===== src/logic/uvp_defines.vh =====
/*
 * constants for the eprom programming sequencer: pulse times, supply
 * sequencing and bus timing, all counted in cycles of a 250 MHz clock.
 * assumes the including file works in plain verilog-2005.
 */
`ifndef UVP_DEFINES_VH
`define UVP_DEFINES_VH

// clock rate in MHz, so ns times divide by 4 and us times multiply by 250
`define UVP_CLK_MHZ        250
// initial program pulse, us, centre of the 0.95..1.05 ms window
`define UVP_PULSE_US       1000
`define UVP_PULSE_CYC      (`UVP_PULSE_US * `UVP_CLK_MHZ)
// overprogram pulse is this many times the count of initial pulses
`define UVP_OVER_MULT      3
// most initial pulses per byte
`define UVP_MAX_PULSES     25
// setup and hold times, us
`define UVP_SETUP_US       2
`define UVP_SETUP_CYC      (`UVP_SETUP_US * `UVP_CLK_MHZ)
// supply settle time before a step may follow, us
`define UVP_SUPPLY_US      2
`define UVP_SUPPLY_CYC     (`UVP_SUPPLY_US * `UVP_CLK_MHZ)
// output valid after gate low, ns, rounded up to whole cycles
`define UVP_OE_NS          150
`define UVP_OE_CYC         ((`UVP_OE_NS + 3) / 4)
// address to data for a read, ns
`define UVP_ACC_NS         250
`define UVP_ACC_CYC        ((`UVP_ACC_NS + 3) / 4)
// data float after gate high, ns
`define UVP_DF_NS          130
`define UVP_DF_CYC         ((`UVP_DF_NS + 3) / 4)

`endif


===== src/logic/uvp_timer.v =====
/*
 * down counter used by the sequencer for every timed step.
 * assumes one clock and synchronous active high reset.
 */
module uvp_timer #(
  parameter W = 24
) (
  // clock and reset
  input  wire         clk,
  input  wire         srst,
  // load and status
  input  wire         load,
  input  wire [W-1:0] count,
  output wire         done
);

  reg [W-1:0] cnt_q;

  // reload on request, else count to zero and hold
  always @(posedge clk) begin
    if (srst) begin
      cnt_q <= {W{1'b0}};
    end else if (load) begin
      cnt_q <= count;
    end else if (cnt_q != {W{1'b0}}) begin
      cnt_q <= cnt_q - {{(W-1){1'b0}}, 1'b1};
    end
  end

  assign done = (cnt_q == {W{1'b0}}) & ~load;

endmodule // uvp_timer


===== src/logic/uvp_programmer.v =====
/*
 * programmer side of a byte-wide uv eprom: runs the fast programming
 * loop over a range of bytes, the final read back, single reads and the
 * identification readout. source bytes come from the user per address.
 * assumes level shifters on the supply controls and a 250 MHz clock.
 */
`include "uvp_defines.vh"

// What this block does
// - set address, data, raise core supply first
// - one ms pulse, then verify the byte
// - pass after first pulse gives 3 ms overprogram
// - retry one ms pulses, up to twenty-five
// - overprogram is three times pulses used
// - fail after twenty-five pulses, then stop
// - advance address, repeat until range done
// - lower supply, read back all, compare
// - initial pulse within one ms five percent
// - overprogram between 2.85 and 78.75 ms
// - core supply on first, off last
// - programming supply raised only while programming
// - raise id pin to high voltage for id
// - other address inputs low during id read
module uvp_programmer #(
  parameter AW = 14,
  parameter TW = 25,
  parameter PW = `UVP_PULSE_CYC
) (
  // clock and reset
  input  wire          clk,
  input  wire          srst,
  // user commands, one-cycle pulses, taken only when idle
  input  wire          start_prog,
  input  wire          start_read,
  input  wire          start_id,
  input  wire [AW-1:0] first_addr,
  input  wire [AW-1:0] last_addr,
  // source data lookup for src_addr
  output reg  [AW-1:0] src_addr,
  input  wire [7:0]    src_data,
  // results
  output reg           busy,
  output reg           done,
  output reg           pass,
  output reg  [7:0]    read_data,
  output reg  [4:0]    pulses_used,
  // device pins
  output reg  [AW-1:0] address_inputs,
  output reg           id_high_voltage_pin,
  output reg           chip_select_n,
  output reg           output_gate_n,
  output reg           program_strobe_low,
  output reg  [7:0]    data_out,
  output reg           data_oe,
  input  wire [7:0]    data_outputs,
  output reg           vcc_high,
  output reg           vpp_high
);

  localparam S_IDLE  = 4'd0;
  localparam S_VCCUP = 4'd1;
  localparam S_VPPUP = 4'd2;
  localparam S_SETUP = 4'd3;
  localparam S_PULSE = 4'd4;
  localparam S_HOLD  = 4'd5;
  localparam S_VFY   = 4'd6;
  localparam S_OVER  = 4'd7;
  localparam S_VPPDN = 4'd8;
  localparam S_VCCDN = 4'd9;
  localparam S_RBACK = 4'd10;
  localparam S_READ  = 4'd11;
  localparam S_FLOAT = 4'd12;
  localparam S_FIN   = 4'd13;

  localparam [TW-1:0] T_PULSE  = PW;
  localparam [TW-1:0] T_OVER   = `UVP_OVER_MULT * PW;
  localparam [TW-1:0] T_SETUP  = `UVP_SETUP_CYC;
  localparam [TW-1:0] T_SUPPLY = `UVP_SUPPLY_CYC;
  localparam [TW-1:0] T_OE     = `UVP_OE_CYC;
  localparam [TW-1:0] T_ACC    = `UVP_ACC_CYC;
  localparam [TW-1:0] T_DF     = `UVP_DF_CYC;
  localparam [4:0]    MAXP     = `UVP_MAX_PULSES;
  localparam [1:0]    K_PROG   = 2'd0;
  localparam [1:0]    K_READ   = 2'd1;
  localparam [1:0]    K_ID     = 2'd2;

  reg  [3:0]    st_q;
  reg  [3:0]    st_prev_q;
  reg  [1:0]    kind_q;
  reg  [4:0]    cnt_q;     // pulses given to this byte
  reg  [4:0]    over_q;    // initial pulses used, in units of the 3 ms overprogram step
  reg           rb_q;      // final read back phase
  reg  [AW-1:0] last_q;
  reg  [7:0]    sy1_q;
  reg  [7:0]    sy2_q;
  reg           t_load;
  reg  [TW-1:0] t_count;
  wire          t_done;
  wire          last_byte;

  uvp_timer #(
    .W (TW)
  ) u_timer (
    .clk   (clk),
    .srst  (srst),
    .load  (t_load),
    .count (t_count),
    .done  (t_done)
  );

  assign last_byte = (address_inputs == last_q);

  // two-stage synchroniser for the device data pins
  always @(posedge clk) begin
    if (srst) begin
      sy1_q <= 8'h00;
      sy2_q <= 8'h00;
    end else begin
      sy1_q <= data_outputs;
      sy2_q <= sy1_q;
    end
  end

  // timer loads on the first cycle of every state, with that state's time
  always @* begin
    t_load  = (st_q != st_prev_q);
    case (st_q)
      S_VCCUP, S_VPPUP, S_VPPDN, S_VCCDN: t_count = T_SUPPLY;
      S_PULSE:          t_count = T_PULSE;
      S_VFY:            t_count = T_OE;
      // overprogram time scales with pulses used
      S_OVER:           t_count = {{(TW-5){1'b0}}, over_q} * T_OVER;
      S_READ, S_FLOAT:  t_count = T_ACC;
      S_FIN:            t_count = T_DF;
      default:          t_count = T_SETUP;
    endcase
  end

  // main sequencer
  always @(posedge clk) begin
    if (srst) begin
      st_q                <= S_IDLE;
      kind_q              <= K_PROG;
      cnt_q               <= 5'h00;
      over_q              <= 5'h00;
      rb_q                <= 1'b0;
      last_q              <= {AW{1'b0}};
      src_addr            <= {AW{1'b0}};
      busy                <= 1'b0;
      done                <= 1'b0;
      pass                <= 1'b0;
      read_data           <= 8'h00;
      pulses_used         <= 5'h00;
      address_inputs      <= {AW{1'b0}};
      id_high_voltage_pin <= 1'b0;
      chip_select_n       <= 1'b1;
      output_gate_n       <= 1'b1;
      program_strobe_low  <= 1'b1;
      data_out            <= 8'h00;
      data_oe             <= 1'b0;
      vcc_high            <= 1'b0;
      vpp_high            <= 1'b0;
    end else begin
      done <= 1'b0;
      case (st_q)
        S_IDLE: begin
          if (start_prog) begin
            kind_q         <= K_PROG;
            vcc_high       <= 1'b1;
            address_inputs <= first_addr;
            src_addr       <= first_addr;
            last_q         <= last_addr;
            rb_q           <= 1'b0;
            pass           <= 1'b1;
            busy           <= 1'b1;
            st_q           <= S_VCCUP;
          end else if (start_read || start_id) begin
            // read with select and gate low
            kind_q         <= start_id ? K_ID : K_READ;
            busy           <= 1'b1;
            chip_select_n  <= 1'b0;
            output_gate_n  <= 1'b0;
            // id pin lifted to high voltage
            id_high_voltage_pin <= start_id;
            // only id byte select may be high
            address_inputs <= start_id ? {{(AW-1){1'b0}}, first_addr[0]} : first_addr;
            st_q           <= S_READ;
          end
        end
        S_VCCUP: begin
          if (t_done) begin
            vpp_high <= 1'b1;
            st_q     <= S_VPPUP;
          end
        end
        S_VPPUP: begin
          if (t_done) begin
            cnt_q         <= 5'h00;
            chip_select_n <= 1'b0;
            data_out      <= src_data;
            data_oe       <= 1'b1;
            st_q          <= S_SETUP;
          end
        end
        S_SETUP: begin
          if (t_done) begin
            program_strobe_low <= 1'b0;
            st_q               <= S_PULSE;
          end
        end
        S_PULSE: begin
          // pulse length from the one ms count
          if (t_done) begin
            program_strobe_low <= 1'b1;
            st_q               <= S_HOLD;
          end
        end
        S_HOLD: begin
          if (t_done) begin
            data_oe <= 1'b0;
            if (over_q != 5'h00) begin
              // overprogram done, move on
              over_q <= 5'h00;
              st_q   <= S_FLOAT;
            end else begin
              output_gate_n <= 1'b0;
              if (cnt_q != MAXP) begin
                cnt_q <= cnt_q + 5'h01;
              end
              st_q <= S_VFY;
            end
          end
        end
        S_VFY: begin
          if (t_done) begin
            output_gate_n <= 1'b1;
            if (sy2_q == src_data) begin
              over_q      <= cnt_q;
              pulses_used <= cnt_q;
              data_oe     <= 1'b1;
              st_q        <= S_OVER;
            end else if (cnt_q == MAXP) begin
              pass        <= 1'b0;
              pulses_used <= cnt_q;
              st_q        <= S_VPPDN;
            end else begin
              data_oe <= 1'b1;
              st_q    <= S_SETUP;
            end
          end
        end
        S_OVER: begin
          if (t_done) begin
            program_strobe_low <= 1'b1;
            st_q               <= S_HOLD;
          end else begin
            program_strobe_low <= 1'b0;
          end
        end
        S_FLOAT: begin
          if (t_done) begin
            if (rb_q) begin
              if (sy2_q != src_data) begin
                pass <= 1'b0;
              end
            end
            if (last_byte) begin
              chip_select_n <= 1'b1;
              output_gate_n <= 1'b1;
              st_q          <= rb_q ? S_FIN : S_VPPDN;
            end else begin
              address_inputs <= address_inputs + {{(AW-1){1'b0}}, 1'b1};
              src_addr       <= address_inputs + {{(AW-1){1'b0}}, 1'b1};
              cnt_q          <= 5'h00;
              // source byte for the new address is ready one cycle later
              st_q           <= S_RBACK;
            end
          end
        end
        S_VPPDN: begin
          chip_select_n <= 1'b1;
          vpp_high      <= 1'b0;
          if (t_done) begin
            st_q <= S_VCCDN;
          end
        end
        S_VCCDN: begin
          if (t_done) begin
            vcc_high <= 1'b0;
            if (pass) begin
              // normal supply then read back all
              rb_q           <= 1'b1;
              address_inputs <= first_addr;
              src_addr       <= first_addr;
              chip_select_n  <= 1'b0;
              output_gate_n  <= 1'b0;
              st_q           <= S_RBACK;
            end else begin
              st_q <= S_FIN;
            end
          end
        end
        S_RBACK: begin
          if (rb_q) begin
            st_q <= S_FLOAT;
          end else begin
            data_out <= src_data;
            data_oe  <= 1'b1;
            st_q     <= S_SETUP;
          end
        end
        S_READ: begin
          if (t_done) begin
            // id byte select picks the code
            read_data      <= sy2_q;
            chip_select_n  <= 1'b1;
            output_gate_n  <= 1'b1;
            st_q           <= S_FIN;
          end
        end
        S_FIN: begin
          if (t_done) begin
            id_high_voltage_pin <= 1'b0;
            busy                <= 1'b0;
            done                <= 1'b1;
            st_q                <= S_IDLE;
          end
        end
        default: begin
          st_q <= S_IDLE;
        end
      endcase
    end
  end

  // previous state, so the timer can spot the entry into a state
  always @(posedge clk) begin
    if (srst) begin
      st_prev_q <= S_IDLE;
    end else begin
      st_prev_q <= st_q;
    end
  end

endmodule // uvp_programmer


===== config.mk =====
export PLATFORM = sky130hd
export DESIGN_NAME = uvp_programmer
export DESIGN_NICKNAME = d
export VERILOG_FILES = /design/src/logic/uvp_timer.v /design/src/logic/uvp_programmer.v
export VERILOG_INCLUDE_DIRS = /design/src /design/src/logic
export SDC_FILE = /design/constraint.sdc
export NUM_CORES = 1
export LEC_CHECK = 0
export ABC_AREA = 1
export ABC_CLOCK_PERIOD_IN_PS = 4400
export BUFFER_PORTS_ARGS = -buffer_cell sky130_fd_sc_hd__buf_2
export CORE_MARGIN = 2
export CORE_UTILIZATION = 50
export CTS_CLUSTER_DIAMETER = 50
export DETAILED_ROUTE_END_ITERATION = 16
export PLACE_DENSITY_LB_ADDON = 0.3
export SETUP_SLACK_MARGIN = 0.2
export SYNTH_ARGS = -nofsm -noshare
export SYNTH_HDL_FRONTEND = slang
export SYNTH_SLANG_ARGS = --single-unit
export TNS_END_PERCENT = 10

===== constraint.sdc =====
create_clock -name clk -period 4.4 [get_ports clk]
set_input_delay 0.22 -clock clk [delete_from_list [all_inputs] [get_ports clk]]
set_output_delay 0.22 -clock clk [all_outputs]
set_load 0.02 [all_outputs]

==> metrics.md <==
| Metric | Value |
|---|---|
| Cell count after synthesis | 1323 |
| Number of antenna violations at the first check in global routing | 0 |
| Die Span Y | 134.2 um |
| Per-cell routed wire length | 13.82 um |
| Placeable core area | ~17000 sq um |
| Boundary Pins | 108 |
| Via count of the first global-routing pass | 8157 |
| Maximum VDD drop | a little under 0.4 mV |
| HPWL after detailed placement | 17.08 mm |
| Share of flip-flops with an asynchronous set or reset after synthesis | 0% |
| Netlist area before placement | 8476 sq um |
| Number of synthesized flops with an enable pin | 0 |
| Post-route cell area | 9817 sq um |
| Critical path, cell by cell | inv_1, ha_1, fa_1, inv_1, ha_1, ha_1, nand2_1, o21ai_0, inv_1, o21ai_0, nand3b_1, nand3_1, nand3_1, a21oi_1 |
| Clock Pin Slew Worst Setup and Hold Paths | 60 ps |
| H-tree levels | 4 |
| Wire length reported by the detailed router | 22.94 mm |
| Layout Nets | 1534 |
| Post-synthesis sequential area ratio | 31.41% |
| Unique cell type count in the Yosys netlist | 41 |
| Count of nets left with antenna violations after detail routing | 0 |
| Required time of the critical path | 4760 ps |
| Clock buffers created by TritonCTS | 17 |
| Maximum clock rate | 0.2803 GHz |
| Final worst setup slack | 832.3 ps |
| Slowest library cell on the worst path | sky130_fd_sc_hd__fa_1 |
| Global routing usage summed across all routing layers | between 20% and 30% |
| Setup-failing EPs final | 0 |
| Period Utilization, post-route | 81.08% |
| Arr. time, crit path | 3920 ps |
| TritonRoute pass-1 iters | 5 |
| Run status | finished, final reports clean |
| Total clock sinks | ~130 |
| Die boundary width | between 100 and 150 um |
| TritonCTS clock tree | yes |
| PortBufs | about 110 |
| Total count of max-transition violations in the final report | 0 |
| Worst setup slack before clock tree synthesis | 852.1 ps |
| Setup repair after global routing missed its margin | false |
| Standby leakage power | 0.005045 uW |
| Clock Latency Late Sink | 420 ps |
| Worst hold slack across all endpoints | approximately 7.5 ps |
| Postcts setup bufs | 0 |
| Flip-flop and latch count after synthesis | 133 |
| Post-route DRC | 0 |
| Vias | between 8000 and 9000 |
| Critical setup path kind | register to register |
| Placer congestion estimate | 0.9161 |
| Synth Net Count | 1430 |
| Maximum number of pins on one net before global-route repair | 78 |
| Transition time at the pin with the least slew margin | 979.4 ps |
| First-pass GRT wire length | 38.12 mm |
| Ys Warns | 0 |
| Final period demand of the worst path | 3568 ps |
| Critical path endpoint category | register |
| Ys flop type | sky130_fd_sc_hd__dfxtp_1 |
| GRT overflow | 0 |
| Average footprint of a synthesized cell | 6.406 sq um |
| Critical Path Max Stage Delay | 510 ps |
| Startpoint kind of the worst setup timing path | register |
| Fraction of layout instances using a drive strength above 1 | 12.01% |
| Final standard cell utilization of the core | 59.20% |
| Antenna Diode Count | 0 |
| Worst slew slack as a fraction of its limit | 34.55% |
| Root Buffer Master | sky130_fd_sc_hd__clkbuf_16 |
| Hold-fix buffers at CTS | 6 |
| Via density | 5.218 |
| Final-layout setup total negative slack | 0 ps |
| Area of placed instances | 9163 sq um |
| Worst hold path type | input port to register |
| Number of cell rows | 47 |
| Area enclosed by the die boundary | 18010 sq um |
| Count of instances resized after the clock tree is built | 0 |
| Max cap viols | 0 |
| Starting DRC count in detailed routing | just under 600 |
| Syn-to-layout area delta | 15.83% |
| Post-Route Skew | 10.82 ps |
| Worst-path fanout max | 7 |
| Pwr/cell area | 582.6 nW/um^2 |
| Initial cell density of the core | 51.11% |
| Final number of hold-violating endpoints | 0 |
| Maximum buffer depth of the clock tree | 2 |
==> synthesized netlist by cell type (4+ instances only) <==
cell type | instances | area share, %
sky130_fd_sc_hd__nand2_1 | 299 | 13
sky130_fd_sc_hd__nor2_1 | 227 | 10
sky130_fd_sc_hd__inv_1 | 176 | 7.8
sky130_fd_sc_hd__dfxtp_1 | 133 | 31
sky130_fd_sc_hd__o21ai_0 | 105 | 6.2
sky130_fd_sc_hd__a21oi_1 | 99 | 5.8
sky130_fd_sc_hd__nand3_1 | 69 | 4.1
sky130_fd_sc_hd__ha_1 | 48 | 7.1
sky130_fd_sc_hd__nand4_1 | 21 | 1.6
sky130_fd_sc_hd__clkbuf_1 | 19 | 0.84
sky130_fd_sc_hd__nor3_1 | 17 | 1.0
sky130_fd_sc_hd__xnor2_1 | 15 | 1.6
sky130_fd_sc_hd__fa_1 | 10 | 2.4
sky130_fd_sc_hd__nor2_2 | 10 | 0.74
sky130_fd_sc_hd__inv_2 | 7 | 0.31
sky130_fd_sc_hd__xor2_1 | 7 | 0.72
sky130_fd_sc_hd__buf_2 | 6 | 0.35
sky130_fd_sc_hd__a31oi_1 | 5 | 0.37
sky130_fd_sc_hd__a21o_1 | 4 | 0.35
sky130_fd_sc_hd__nand2_2 | 4 | 0.30
sky130_fd_sc_hd__o21ai_1 | 4 | 0.24
sky130_fd_sc_hd__or2_2 | 4 | 0.30
==> cells by family after synthesis <==
kind of cell | Yosys count | synth area share [%]
AND/OR/NAND/NOR | 659 | 32.21
AO/OA/AOI/OAI | 235 | 14.69
adder cells (fa/ha/maj) | 58 | 9.448
XOR/XNOR | 22 | 2.273
buffers and inverters | 215 | 9.846
flip-flops | 133 | 31.41
multiplexers | 1 | 0.1181
==> metrics by stage <==
stage               cells  total power [uW]
floorplan            1323              3651
global placement     1622              4216
detailed placement   1622              4253
CTS                  1660              5708
global route         1660              6167
finish               1660              5720
==> worst paths after layout <==
check / start / endpoint / slack, ps / cells past startpoint
worst max-delay path: over_q[3] / u_timer.cnt_q[21] / 830 / 14
worst min-delay path: data_outputs[6] / sy1_q[6] / 7 / 3
worst max register to register: over_q[3] / u_timer.cnt_q[21] / 830 / 14
worst min register to register: sy1_q[1] / sy2_q[1] / 400 / 2
==> layout make-up <==
class,instances,area (sq um)
clock buffers,17,425.4
inverters,185,695.7
fillers,1621,6766
clock inverters,15,168.9
flip-flops and latches,133,2663
multi-input cells,975,4979
well taps,220,275.3
repair buffers,115,610.6
==> metal layers <==
metal	GRT usage, %	routed length [um]	vias up
li1	-	-	4439
met1	32.84	10610	3950
met2	44.39	10800	228
met3	4.800	968	45
met4	8.596	561	0
met5	0	0	-
==> registers in the layout (all words and copies together) (netlist names), 4 cells and up <==
register and flops:
address_inputs 14, cnt_q 5, data_out 8, last_q 14, over_q 5, pulses_used 5, read_data 8, src_addr 14
st_prev_q 4, st_q 4, sy1_q 8, sy2_q 8, u_timer.cnt_q 25
==> report_power, final <==
group          switching, uW  internal (uW)
logic                   1670            793
clock network            597            848
registers                286           1530
==> worst max-delay path: cells and delay by family (launching register included) <==
| kind | cells | cell delay, ps |
|---|---|---|
| buf+inv | 3 | 280 |
| fa+ha+maj | 4 | 1500 |
| simple gates | 4 | 420 |
| flops | 1 | 480 |
| compound gates | 3 | 820 |
==> placed cells by master (no fill, tap or decap), types with 10 or more instances in the layout <==
master,instances
sky130_fd_sc_hd__a21oi_1,99
sky130_fd_sc_hd__inv_1,175
sky130_fd_sc_hd__nand3_1,69
sky130_fd_sc_hd__buf_2,107
sky130_fd_sc_hd__dfxtp_1,133
sky130_fd_sc_hd__clkbuf_16,17
sky130_fd_sc_hd__nor2_2,10
sky130_fd_sc_hd__nor3_1,17
sky130_fd_sc_hd__nand4_1,21
sky130_fd_sc_hd__ha_1,48
sky130_fd_sc_hd__nor2_1,227
sky130_fd_sc_hd__fa_1,10
sky130_fd_sc_hd__nand2_1,299
sky130_fd_sc_hd__xnor2_1,15
sky130_fd_sc_hd__o21ai_0,105
No activity file was read; power rests on OpenSTA's default activity.
